<file path="config.mk">
export PLATFORM = sky130hd
export DESIGN_NAME = csb_chop_seq
export DESIGN_NICKNAME = d
export VERILOG_FILES = /design/src/common/csb_pkg.sv /design/src/verilog/csb_chop_seq.sv
export VERILOG_INCLUDE_DIRS = /design/src /design/src/common
export SDC_FILE = /design/constraint.sdc
export NUM_CORES = 1
export LEC_CHECK = 0
export BUFFER_PORTS_ARGS = -buffer_cell sky130_fd_sc_hd__buf_4
export CORE_ASPECT_RATIO = 1.1
export CORE_UTILIZATION = 53
export CTS_CLUSTER_DIAMETER = 200
export DETAILED_ROUTE_END_ITERATION = 6
export GPL_TIMING_DRIVEN = 0
export PLACE_DENSITY = 0.82
export SLEW_MARGIN = 25
export SYNTH_ARGS = -nofsm -noshare
export SYNTH_HDL_FRONTEND = slang
export SYNTH_SLANG_ARGS = --single-unit
</file>
<file path="constraint.sdc">
create_clock -name clk -period 5.1 [get_ports clk]
set_input_delay 1.02 -clock clk [delete_from_list [all_inputs] [get_ports clk]]
set_output_delay 1.02 -clock clk [all_outputs]
set_load 0.02 [all_outputs]
</file>
<file path="src/common/csb_cfg.svh">
// Constants for the chop sequencer and bias control block
`ifndef CSB_CFG_SVH
`define CSB_CFG_SVH
`define CSB_OFS_GAIN_DELAY 8'h03
`define CSB_OFS_RATE 8'h04
`define CSB_OFS_EXC_MAG 8'h06
`define CSB_OFS_EXC_ROUTE 8'h07
`define CSB_OFS_BIAS 8'h08
`define CSB_OFS_SYSCTL 8'h09
`define CSB_RST_GAIN_DELAY 8'h00
`define CSB_RST_RATE 8'h14
`define CSB_RST_EXC_MAG 8'h00
`define CSB_RST_EXC_ROUTE 8'hFF
`define CSB_RST_BIAS 8'h00
`define CSB_RST_SYSCTL 8'h10
`define CSB_CHOP_BIT 7
`define CSB_SINC3_BIT 4
`define CSB_DELAY_LSB 5
`define CSB_BIAS_LEVEL_BIT 7
`define CSB_CLK_PER_MOD 16
`define CSB_DELAY_MODS 28
`define CSB_START_FALL_EDGE 7
`define CSB_CLK_NS 10
`define CSB_FCLK_NS 244
`endif

</file>
<file path="src/common/csb_pkg.sv">
// Types for the chop sequencer and bias control block
package csb_pkg;
	typedef enum logic [1:0] {
		CSB_IDLE = 2'b00,
		CSB_SETTLE = 2'b01,
		CSB_CONV = 2'b10
	} csb_state_e;
	typedef struct packed {
		logic [3:0] excitation_magnitude;
		logic [3:0] source1_route;
		logic [3:0] source2_route;
		logic bias_level_sel;
		logic [6:0] bias_pin_connect;
		logic [2:0] monitor_select;
	} csb_analog_s;
	typedef struct packed {
		logic wr;
		logic [7:0] addr;
		logic [7:0] data;
	} csb_wr_s;
endpackage : csb_pkg

</file>
<file path="src/verilog/csb_chop_seq.sv">
// Chop conversion sequencer with excitation, bias and monitor configuration
`timescale 1ns/1ns
`default_nettype none
`include "csb_cfg.svh"
module csb_chop_seq import csb_pkg::*; #(
	parameter int DATA_W = 24,
	parameter int PERIOD_W = 20,
	parameter int MOD_PERIODS = 52865
) (
	input wire logic clk,
	input wire logic rst_n,
	input wire logic start_pin,
	input wire logic sclk,
	input wire logic start_cmd,
	input wire logic wr_en,
	input wire logic [7:0] wr_addr,
	input wire logic [7:0] wr_data,
	input wire logic [DATA_W-1:0] raw_result,
	output logic [7:0] rd_data,
	output logic [DATA_W-1:0] chop_result,
	output logic result_valid,
	output logic input_swap,
	output logic converting,
	output var csb_analog_s analog_cfg
);
	localparam int DELAY_MOD = `CSB_DELAY_MODS;
	localparam int CLK_NS = `CSB_CLK_NS;
	localparam int FCLK_NS = `CSB_FCLK_NS;
	// Converter clock period in system cycles, rounded down, at least one
	localparam int FCLK_CYC = (FCLK_NS / CLK_NS) < 1 ? 1 : FCLK_NS / CLK_NS;
	localparam int MOD_CYC = `CSB_CLK_PER_MOD * FCLK_CYC;

	logic [1:0] rst_sync;
	logic rst_i;
	logic [1:0] pin_sync;
	logic pin_d;
	logic [1:0] sclk_sync;
	logic sclk_d;
	logic [1:0] cmd_sync;
	logic [7:0] gain_delay, rate, exc_mag, exc_route, bias, sysctl;
	logic [7:0] next_gain_delay, next_rate, next_exc_mag, next_exc_route, next_bias, next_sysctl;
	csb_state_e state, next_state;
	logic [9:0] sub_cnt, next_sub_cnt;
	logic [PERIOD_W-1:0] mod_cnt, next_mod_cnt;
	logic [2:0] edge_cnt, next_edge_cnt;
	logic polarity, next_polarity;
	logic have_first, next_have_first;
	logic [DATA_W-1:0] last_res, next_last_res;
	logic [DATA_W-1:0] next_chop_result;
	logic next_result_valid;
	logic [7:0] next_rd_data;
	logic trigger;
	logic mod_tick;

	always_ff @(posedge clk or negedge rst_n) begin
		if (!rst_n) begin
			rst_sync <= 2'h0;
		end else begin
			rst_sync <= {rst_sync[0], 1'b1};
		end
	end
	assign rst_i = rst_sync[1];

	// Settling delay in modulator periods: 28 by default, doubling per field step
	function automatic logic [PERIOD_W-1:0] delay_mods(input logic [2:0] code);
		delay_mods = (code == 3'h0) ? PERIOD_W'(DELAY_MOD) : PERIOD_W'(DELAY_MOD) << code;
	endfunction : delay_mods

	function automatic logic [7:0] reg_read(input logic [7:0] a, input logic [7:0] g,
			input logic [7:0] r, input logic [7:0] m, input logic [7:0] x,
			input logic [7:0] b, input logic [7:0] s);
		if (a == `CSB_OFS_GAIN_DELAY) begin
			reg_read = g;
		end else if (a == `CSB_OFS_RATE) begin
			reg_read = r;
		end else if (a == `CSB_OFS_EXC_MAG) begin
			reg_read = m;
		end else if (a == `CSB_OFS_EXC_ROUTE) begin
			reg_read = x;
		end else if (a == `CSB_OFS_BIAS) begin
			reg_read = b;
		end else if (a == `CSB_OFS_SYSCTL) begin
			reg_read = s;
		end else begin
			reg_read = 8'h00;
		end
	endfunction : reg_read

	always_ff @(posedge clk or negedge rst_i) begin
		if (!rst_i) begin
			pin_sync <= 2'h0;
			pin_d <= 1'b0;
			sclk_sync <= 2'h0;
			sclk_d <= 1'b0;
			cmd_sync <= 2'h0;
		end else begin
			pin_sync <= {pin_sync[0], start_pin};
			pin_d <= pin_sync[1];
			sclk_sync <= {sclk_sync[0], sclk};
			sclk_d <= sclk_sync[1];
			cmd_sync <= {cmd_sync[0], start_cmd};
		end
	end

	// Edge counter runs only while a start command frame is held
	always_comb begin
		next_edge_cnt = edge_cnt;
		trigger = pin_sync[1] & ~pin_d;
		if (!cmd_sync[1]) begin
			next_edge_cnt = 3'h0;
		end else if (sclk_d & ~sclk_sync[1]) begin
			next_edge_cnt = edge_cnt + 3'h1;
			if (edge_cnt == 3'(`CSB_START_FALL_EDGE - 1)) begin
				trigger = 1'b1;
			end
		end
	end

	always_comb begin
		next_gain_delay = gain_delay;
		next_rate = rate;
		next_exc_mag = exc_mag;
		next_exc_route = exc_route;
		next_bias = bias;
		next_sysctl = sysctl;
		if (wr_en) begin
			if (wr_addr == `CSB_OFS_GAIN_DELAY) begin
				next_gain_delay = wr_data;
			end else if (wr_addr == `CSB_OFS_RATE) begin
				next_rate = wr_data;
			end else if (wr_addr == `CSB_OFS_EXC_MAG) begin
				next_exc_mag = wr_data;
			end else if (wr_addr == `CSB_OFS_EXC_ROUTE) begin
				next_exc_route = wr_data;
			end else if (wr_addr == `CSB_OFS_BIAS) begin
				next_bias = wr_data;
			end else if (wr_addr == `CSB_OFS_SYSCTL) begin
				next_sysctl = wr_data;
			end
		end
		next_rd_data = reg_read(wr_addr, gain_delay, rate, exc_mag, exc_route, bias, sysctl);
	end

	assign mod_tick = (sub_cnt == 10'(MOD_CYC - 1));

	// Each conversion = settling delay then the nominal period in modulator ticks.
	// Counting whole conversions keeps the filter's own notches untouched.
	always_comb begin
		next_state = state;
		next_sub_cnt = mod_tick ? 10'h0 : sub_cnt + 10'h1;
		next_mod_cnt = mod_cnt;
		next_polarity = polarity;
		next_have_first = have_first;
		next_last_res = last_res;
		next_chop_result = chop_result;
		next_result_valid = 1'b0;
		if (trigger) begin
			next_state = CSB_SETTLE;
			next_sub_cnt = 10'h0;
			next_mod_cnt = delay_mods(gain_delay[`CSB_DELAY_LSB +: 3]);
			next_polarity = 1'b0;
			next_have_first = 1'b0;
		end else begin
			case (state)
				CSB_IDLE: begin
					next_mod_cnt = '0;
				end
				CSB_SETTLE: begin
					if (mod_tick) begin
						if (mod_cnt <= PERIOD_W'(1)) begin
							next_state = CSB_CONV;
							next_mod_cnt = PERIOD_W'(MOD_PERIODS);
						end else begin
							next_mod_cnt = mod_cnt - PERIOD_W'(1);
						end
					end
				end
				CSB_CONV: begin
					if (mod_tick) begin
						if (mod_cnt <= PERIOD_W'(1)) begin
							next_last_res = raw_result;
							if (rate[`CSB_CHOP_BIT]) begin
								// Pipelined pairs give a result every conversion after the first
								next_polarity = ~polarity;
								next_have_first = 1'b1;
								if (have_first) begin
									next_chop_result = DATA_W'(({raw_result[DATA_W-1], raw_result}
										+ {last_res[DATA_W-1], last_res}) >>> 1);
									next_result_valid = 1'b1;
								end
								next_state = CSB_SETTLE;
								next_mod_cnt = delay_mods(gain_delay[`CSB_DELAY_LSB +: 3]);
							end else begin
								next_chop_result = raw_result;
								next_result_valid = 1'b1;
								next_state = CSB_SETTLE;
								next_mod_cnt = delay_mods(gain_delay[`CSB_DELAY_LSB +: 3]);
							end
						end else begin
							next_mod_cnt = mod_cnt - PERIOD_W'(1);
						end
					end
				end
				default: begin
					next_state = CSB_IDLE;
				end
			endcase
		end
	end

	always_ff @(posedge clk or negedge rst_i) begin
		if (!rst_i) begin
			gain_delay <= `CSB_RST_GAIN_DELAY;
			rate <= `CSB_RST_RATE;
			exc_mag <= `CSB_RST_EXC_MAG;
			exc_route <= `CSB_RST_EXC_ROUTE;
			bias <= `CSB_RST_BIAS;
			sysctl <= `CSB_RST_SYSCTL;
			state <= CSB_IDLE;
			sub_cnt <= 10'h0;
			mod_cnt <= '0;
			edge_cnt <= 3'h0;
			polarity <= 1'b0;
			have_first <= 1'b0;
			last_res <= '0;
			chop_result <= '0;
			result_valid <= 1'b0;
			rd_data <= 8'h00;
			input_swap <= 1'b0;
			converting <= 1'b0;
			analog_cfg <= '0;
		end else begin
			gain_delay <= next_gain_delay;
			rate <= next_rate;
			exc_mag <= next_exc_mag;
			exc_route <= next_exc_route;
			bias <= next_bias;
			sysctl <= next_sysctl;
			state <= next_state;
			sub_cnt <= next_sub_cnt;
			mod_cnt <= next_mod_cnt;
			edge_cnt <= next_edge_cnt;
			polarity <= next_polarity;
			have_first <= next_have_first;
			last_res <= next_last_res;
			chop_result <= next_chop_result;
			result_valid <= next_result_valid;
			rd_data <= next_rd_data;
			input_swap <= next_polarity & next_rate[`CSB_CHOP_BIT];
			converting <= (next_state != CSB_IDLE);
			analog_cfg <= {next_exc_mag[3:0], next_exc_route[3:0],
				next_exc_route[7:4], next_bias[`CSB_BIAS_LEVEL_BIT],
				next_bias[6:0], next_sysctl[2:0]};
		end
	end
endmodule : csb_chop_seq
`default_nettype wire
</file>
==> impl_metrics.py <==
metrics = {
    "route": {
        "final_antenna_net_count": 0,
        "vias": 7022,
        "vias_per_cell": 6.09,
        "detail_route.iter0.violations": 418,
        "avgRoutedWirePerCell_um": 18.0,
        "drc": 0,
        "dr.pass1.iters": 5,
        "drt-total-wl_um": 20700,
    },
    "critical_path": {
        "worstReg2RegStart": "mod_cnt[0]$_DFFE_PN0P_",
        "critPathMaxFanout": 9,
        "crit_path_start_kind": "input pin",
        "required_ps": 5410,
        "r2r-end": "mod_cnt[6]$_DFFE_PN0P_",
        "reg2reg_slack_ps": 2330,
        "crit_arrival_ps": 3250,
        "reg2reg_depth": 11,
        "critPathCaptureType": "flop",
        "setup.worst_path.class": "in -> reg",
    },
    "yosys": {
        "yosys_most_used_dff": "dfrtp_1",
        "synthArstFlopShare": 1.00,
        "syn_area_per_cell_um2": 10.5,
        "ys_ff_latch": 162,
        "syn_inst": 816,
        "yosysTopAreaCell": "dfrtp_1",
        "yosys-top-cells-area": "dfrtp_1, mux2_2, ha_1",
        "syn_area_um2": 8550,
        "synth-simple-area-share": 0.148,
        "synth-adder-area-share": 0.0492,
        "synth_cell_types": 75,
        "synthXorXnorAreaFrac": 0.0287,
        "synth_top_area_frac": 0.442,
        "yosys-mux-area-fraction": 0.105,
        "yosysWarnings": 0,
        "synth-edff-count": 0,
        "ys_seq_area_frac": 0.476,
        "synth-compound-area-share": 0.160,
        "synth_top_family_by_area": "compound AO/OA/AOI/OAI gates",
        "syn-num-nets": 895,
    },
    "cts": {
        "clock_latency_ps": 430,
        "cts-resized-gates": 0,
        "clk_pin_slew_ps": 70,
        "htreeDepth": 4,
        "cts_buffers": 17,
        "clock_path_buffers": 2,
        "ctsHoldBuffers": 0,
        "clock_sinks": 162,
        "cts-root-buf": "clkbuf_16",
        "cts_tree": "done",
        "postCtsSetupBuffers": 0,
    },
    "power": {
        "internal-power_mw": 2.46,
        "leakagePower_nw": 4.85,
        "finalPower_mw": 3.83,
        "clkPwrFrac": 0.328,
        "power_frac_comb": 0.275,
        "p_per_area_nw_per_um2": 375,
        "vdd_drop_max_uv": 258,
        "swShare": 0.356,
        "power.switching_mw": 1.36,
        "p_seq_frac": 0.397,
    },
    "place": {
        "hpwl_um": 14600,
        "placed_area_um2": 9640,
        "portBuffers": 102,
        "gp_congestion": 0.858,
    },
    "floorplan": {
        "rows": 48,
        "ioPinCount": 104,
        "start_util": 0.543,
        "die_h_um": 135,
        "fp.coreArea_um2": 15700,
        "die_x_um": 123,
        "dieArea_um2": 16600,
    },
    "sta": {
        "period_needed_ps": 2940,
        "maxSlewHeadroom": 0.472,
        "drv_slew": 0,
        "rsz0062_at_grt": "false",
        "tns_ps": 0,
        "finalHoldViolations": 0,
        "fmax_ghz": 0.340,
        "worst_slew_pin_slew_ps": 789,
        "fin_skew_ps": 11.5,
        "setup_violations": 0,
        "fin_crit_sh": 0.576,
        "fin_hold_ws_ps": 291,
    },
    "run_status": {
        "status": "complete, no violations",
    },
    "run": {
        "maxCapViolations": 0,
    },
    "worst_hold_path": {
        "hold_class": "reg -> async",
    },
    "final_layout": {
        "final_util": 0.649,
        "post-route-cell-area_um2": 10200,
        "final_cell_mix": "dfrtp_1, buf_4, a21oi_1",
        "syn_to_final_growth_pct": 19.6,
        "nets": 1019,
        "diodes": 0,
        "drive_gt1_frac": 0.235,
        "mostFrequentLayoutCell": "dfrtp_1",
    },
    "global_routing": {
        "grtUsageTotal": 0.260,
        "grt_start_max_net_pins": 54,
        "grt_pass1_vias": 6870,
        "grt_pass1_wl_um": 33500,
        "grt_remaining_overflow": 0,
        "antenna_found_initial": 0,
    },
}
state kept, by name, summed over array words and instances, names as in the netlist, 3 cells and up:
| signal | count |
|---|---|
| exc_mag | 8 |
| rate | 8 |
| mod_cnt | 20 |
| bias | 7 |
| rd_data | 8 |
| last_res | 24 |
| edge_cnt | 3 |
| sysctl | 8 |
| analog_cfg | 9 |
| chop_result | 24 |
| sub_cnt | 10 |
| gain_delay | 8 |
| exc_route | 8 |
routing by layer:
metal / GRT usage / routed length, µm / vias to the layer above
li1: - / - / 3252
met1: 0.336 / 8970 / 3454
met2: 0.411 / 9840 / 263
met3: 0.0577 / 1320 / 53
met4: 0.128 / 575 / 0
met5: 0 / 0 / -
power groups by stage:
stage	logic (mW)	registers, mW	clock network (mW)
global placement	0.978	1.55	0
global route	1.15	1.53	1.33
CTS	1.04	1.52	1.27
finish	1.05	1.52	1.26
floorplan	0.740	1.54	0
detailed placement	1.03	1.54	0
metrics by stage:
| stage | setup WS (ps) | instances |
|---|---|---|
| after floorplan | 271 | 816 |
| after global placement | -1400 | 1118 |
| after detailed placement | 1740 | 1121 |
| after CTS | 2190 | 1153 |
| after global routing | 2010 | 1153 |
| final | 2160 | 1153 |
cells in the mapped netlist (3+ instances only):
cell and number:
and3_1 22, nor2b_1 4, xnor2_1 14, mux2i_1 9, mux2_1 31, nor3_1 17
o32a_1 3, buf_2 6, and2_1 7, nand2_2 3, and4_1 3, or4_1 5
or2_2 3, a22oi_1 24, o21ai_1 30, o21a_1 3, ha_1 32, o31ai_1 6
buf_4 8, o21ai_0 36, a31oi_1 11, dfrtp_1 151, or3_1 8, nand3_1 35
nand2b_1 4, inv_1 19, mux2_2 41, xor2_1 14, clkbuf_1 25, a22o_1 3
dfstp_2 11, o21bai_1 3, nand2_1 51, a21oi_1 53, a21o_1 16, nand4_1 9
nor2_1 47
worst max path at each step:
stage / slack, ps / depth (start not counted) / from / to
global placement: -1400 / 0 / rst_sync[1]$_DFF_PN0_ / mod_cnt[18]$_DFFE_PN0P_
detailed placement: 1740 / 6 / wr_addr[5] / exc_mag[5]$_DFFE_PN0P_
global route: 2010 / 10 / raw_result[1] / chop_result[21]$_DFFE_PN0P_
CTS: 2190 / 6 / wr_addr[5] / exc_mag[5]$_DFFE_PN0P_
finish: 2160 / 6 / wr_addr[5] / exc_mag[2]$_DFFE_PN0P_
floorplan: 270 / 0 / rst_sync[1]$_DFF_PN0_ / analog_cfg[10]$_DFFE_PN0P_
cells by family (layout without fill, tap and decap cells):
family	Yosys count	after routing
other	1	1
flip-flops	162	162
XOR/XNOR	28	28
buffers and inverters	61	198
adder cells (fa/ha/maj)	33	33
AO/OA/AOI/OAI	216	216
AND/OR/NAND/NOR	234	234
multiplexers	81	81
layout make-up:
type                       count  area, µm²
fill                        1222       5520
multi-input combinational    593       4200
sequential                   162       4070
timing repair buffer         105        841
clock buffer                  17        425
tap                          200        250
buffer                        42        210
clock inverter                15        154
inverter                      19       71.3
worst max-delay path, stage by stage:
cell      delay (ps)
buf_4            110
nor4_1           410
nand2b_1         220
nor2_1           620
nand2_1          480
mux2_2           400
Power figures use the tool's default switching activity.
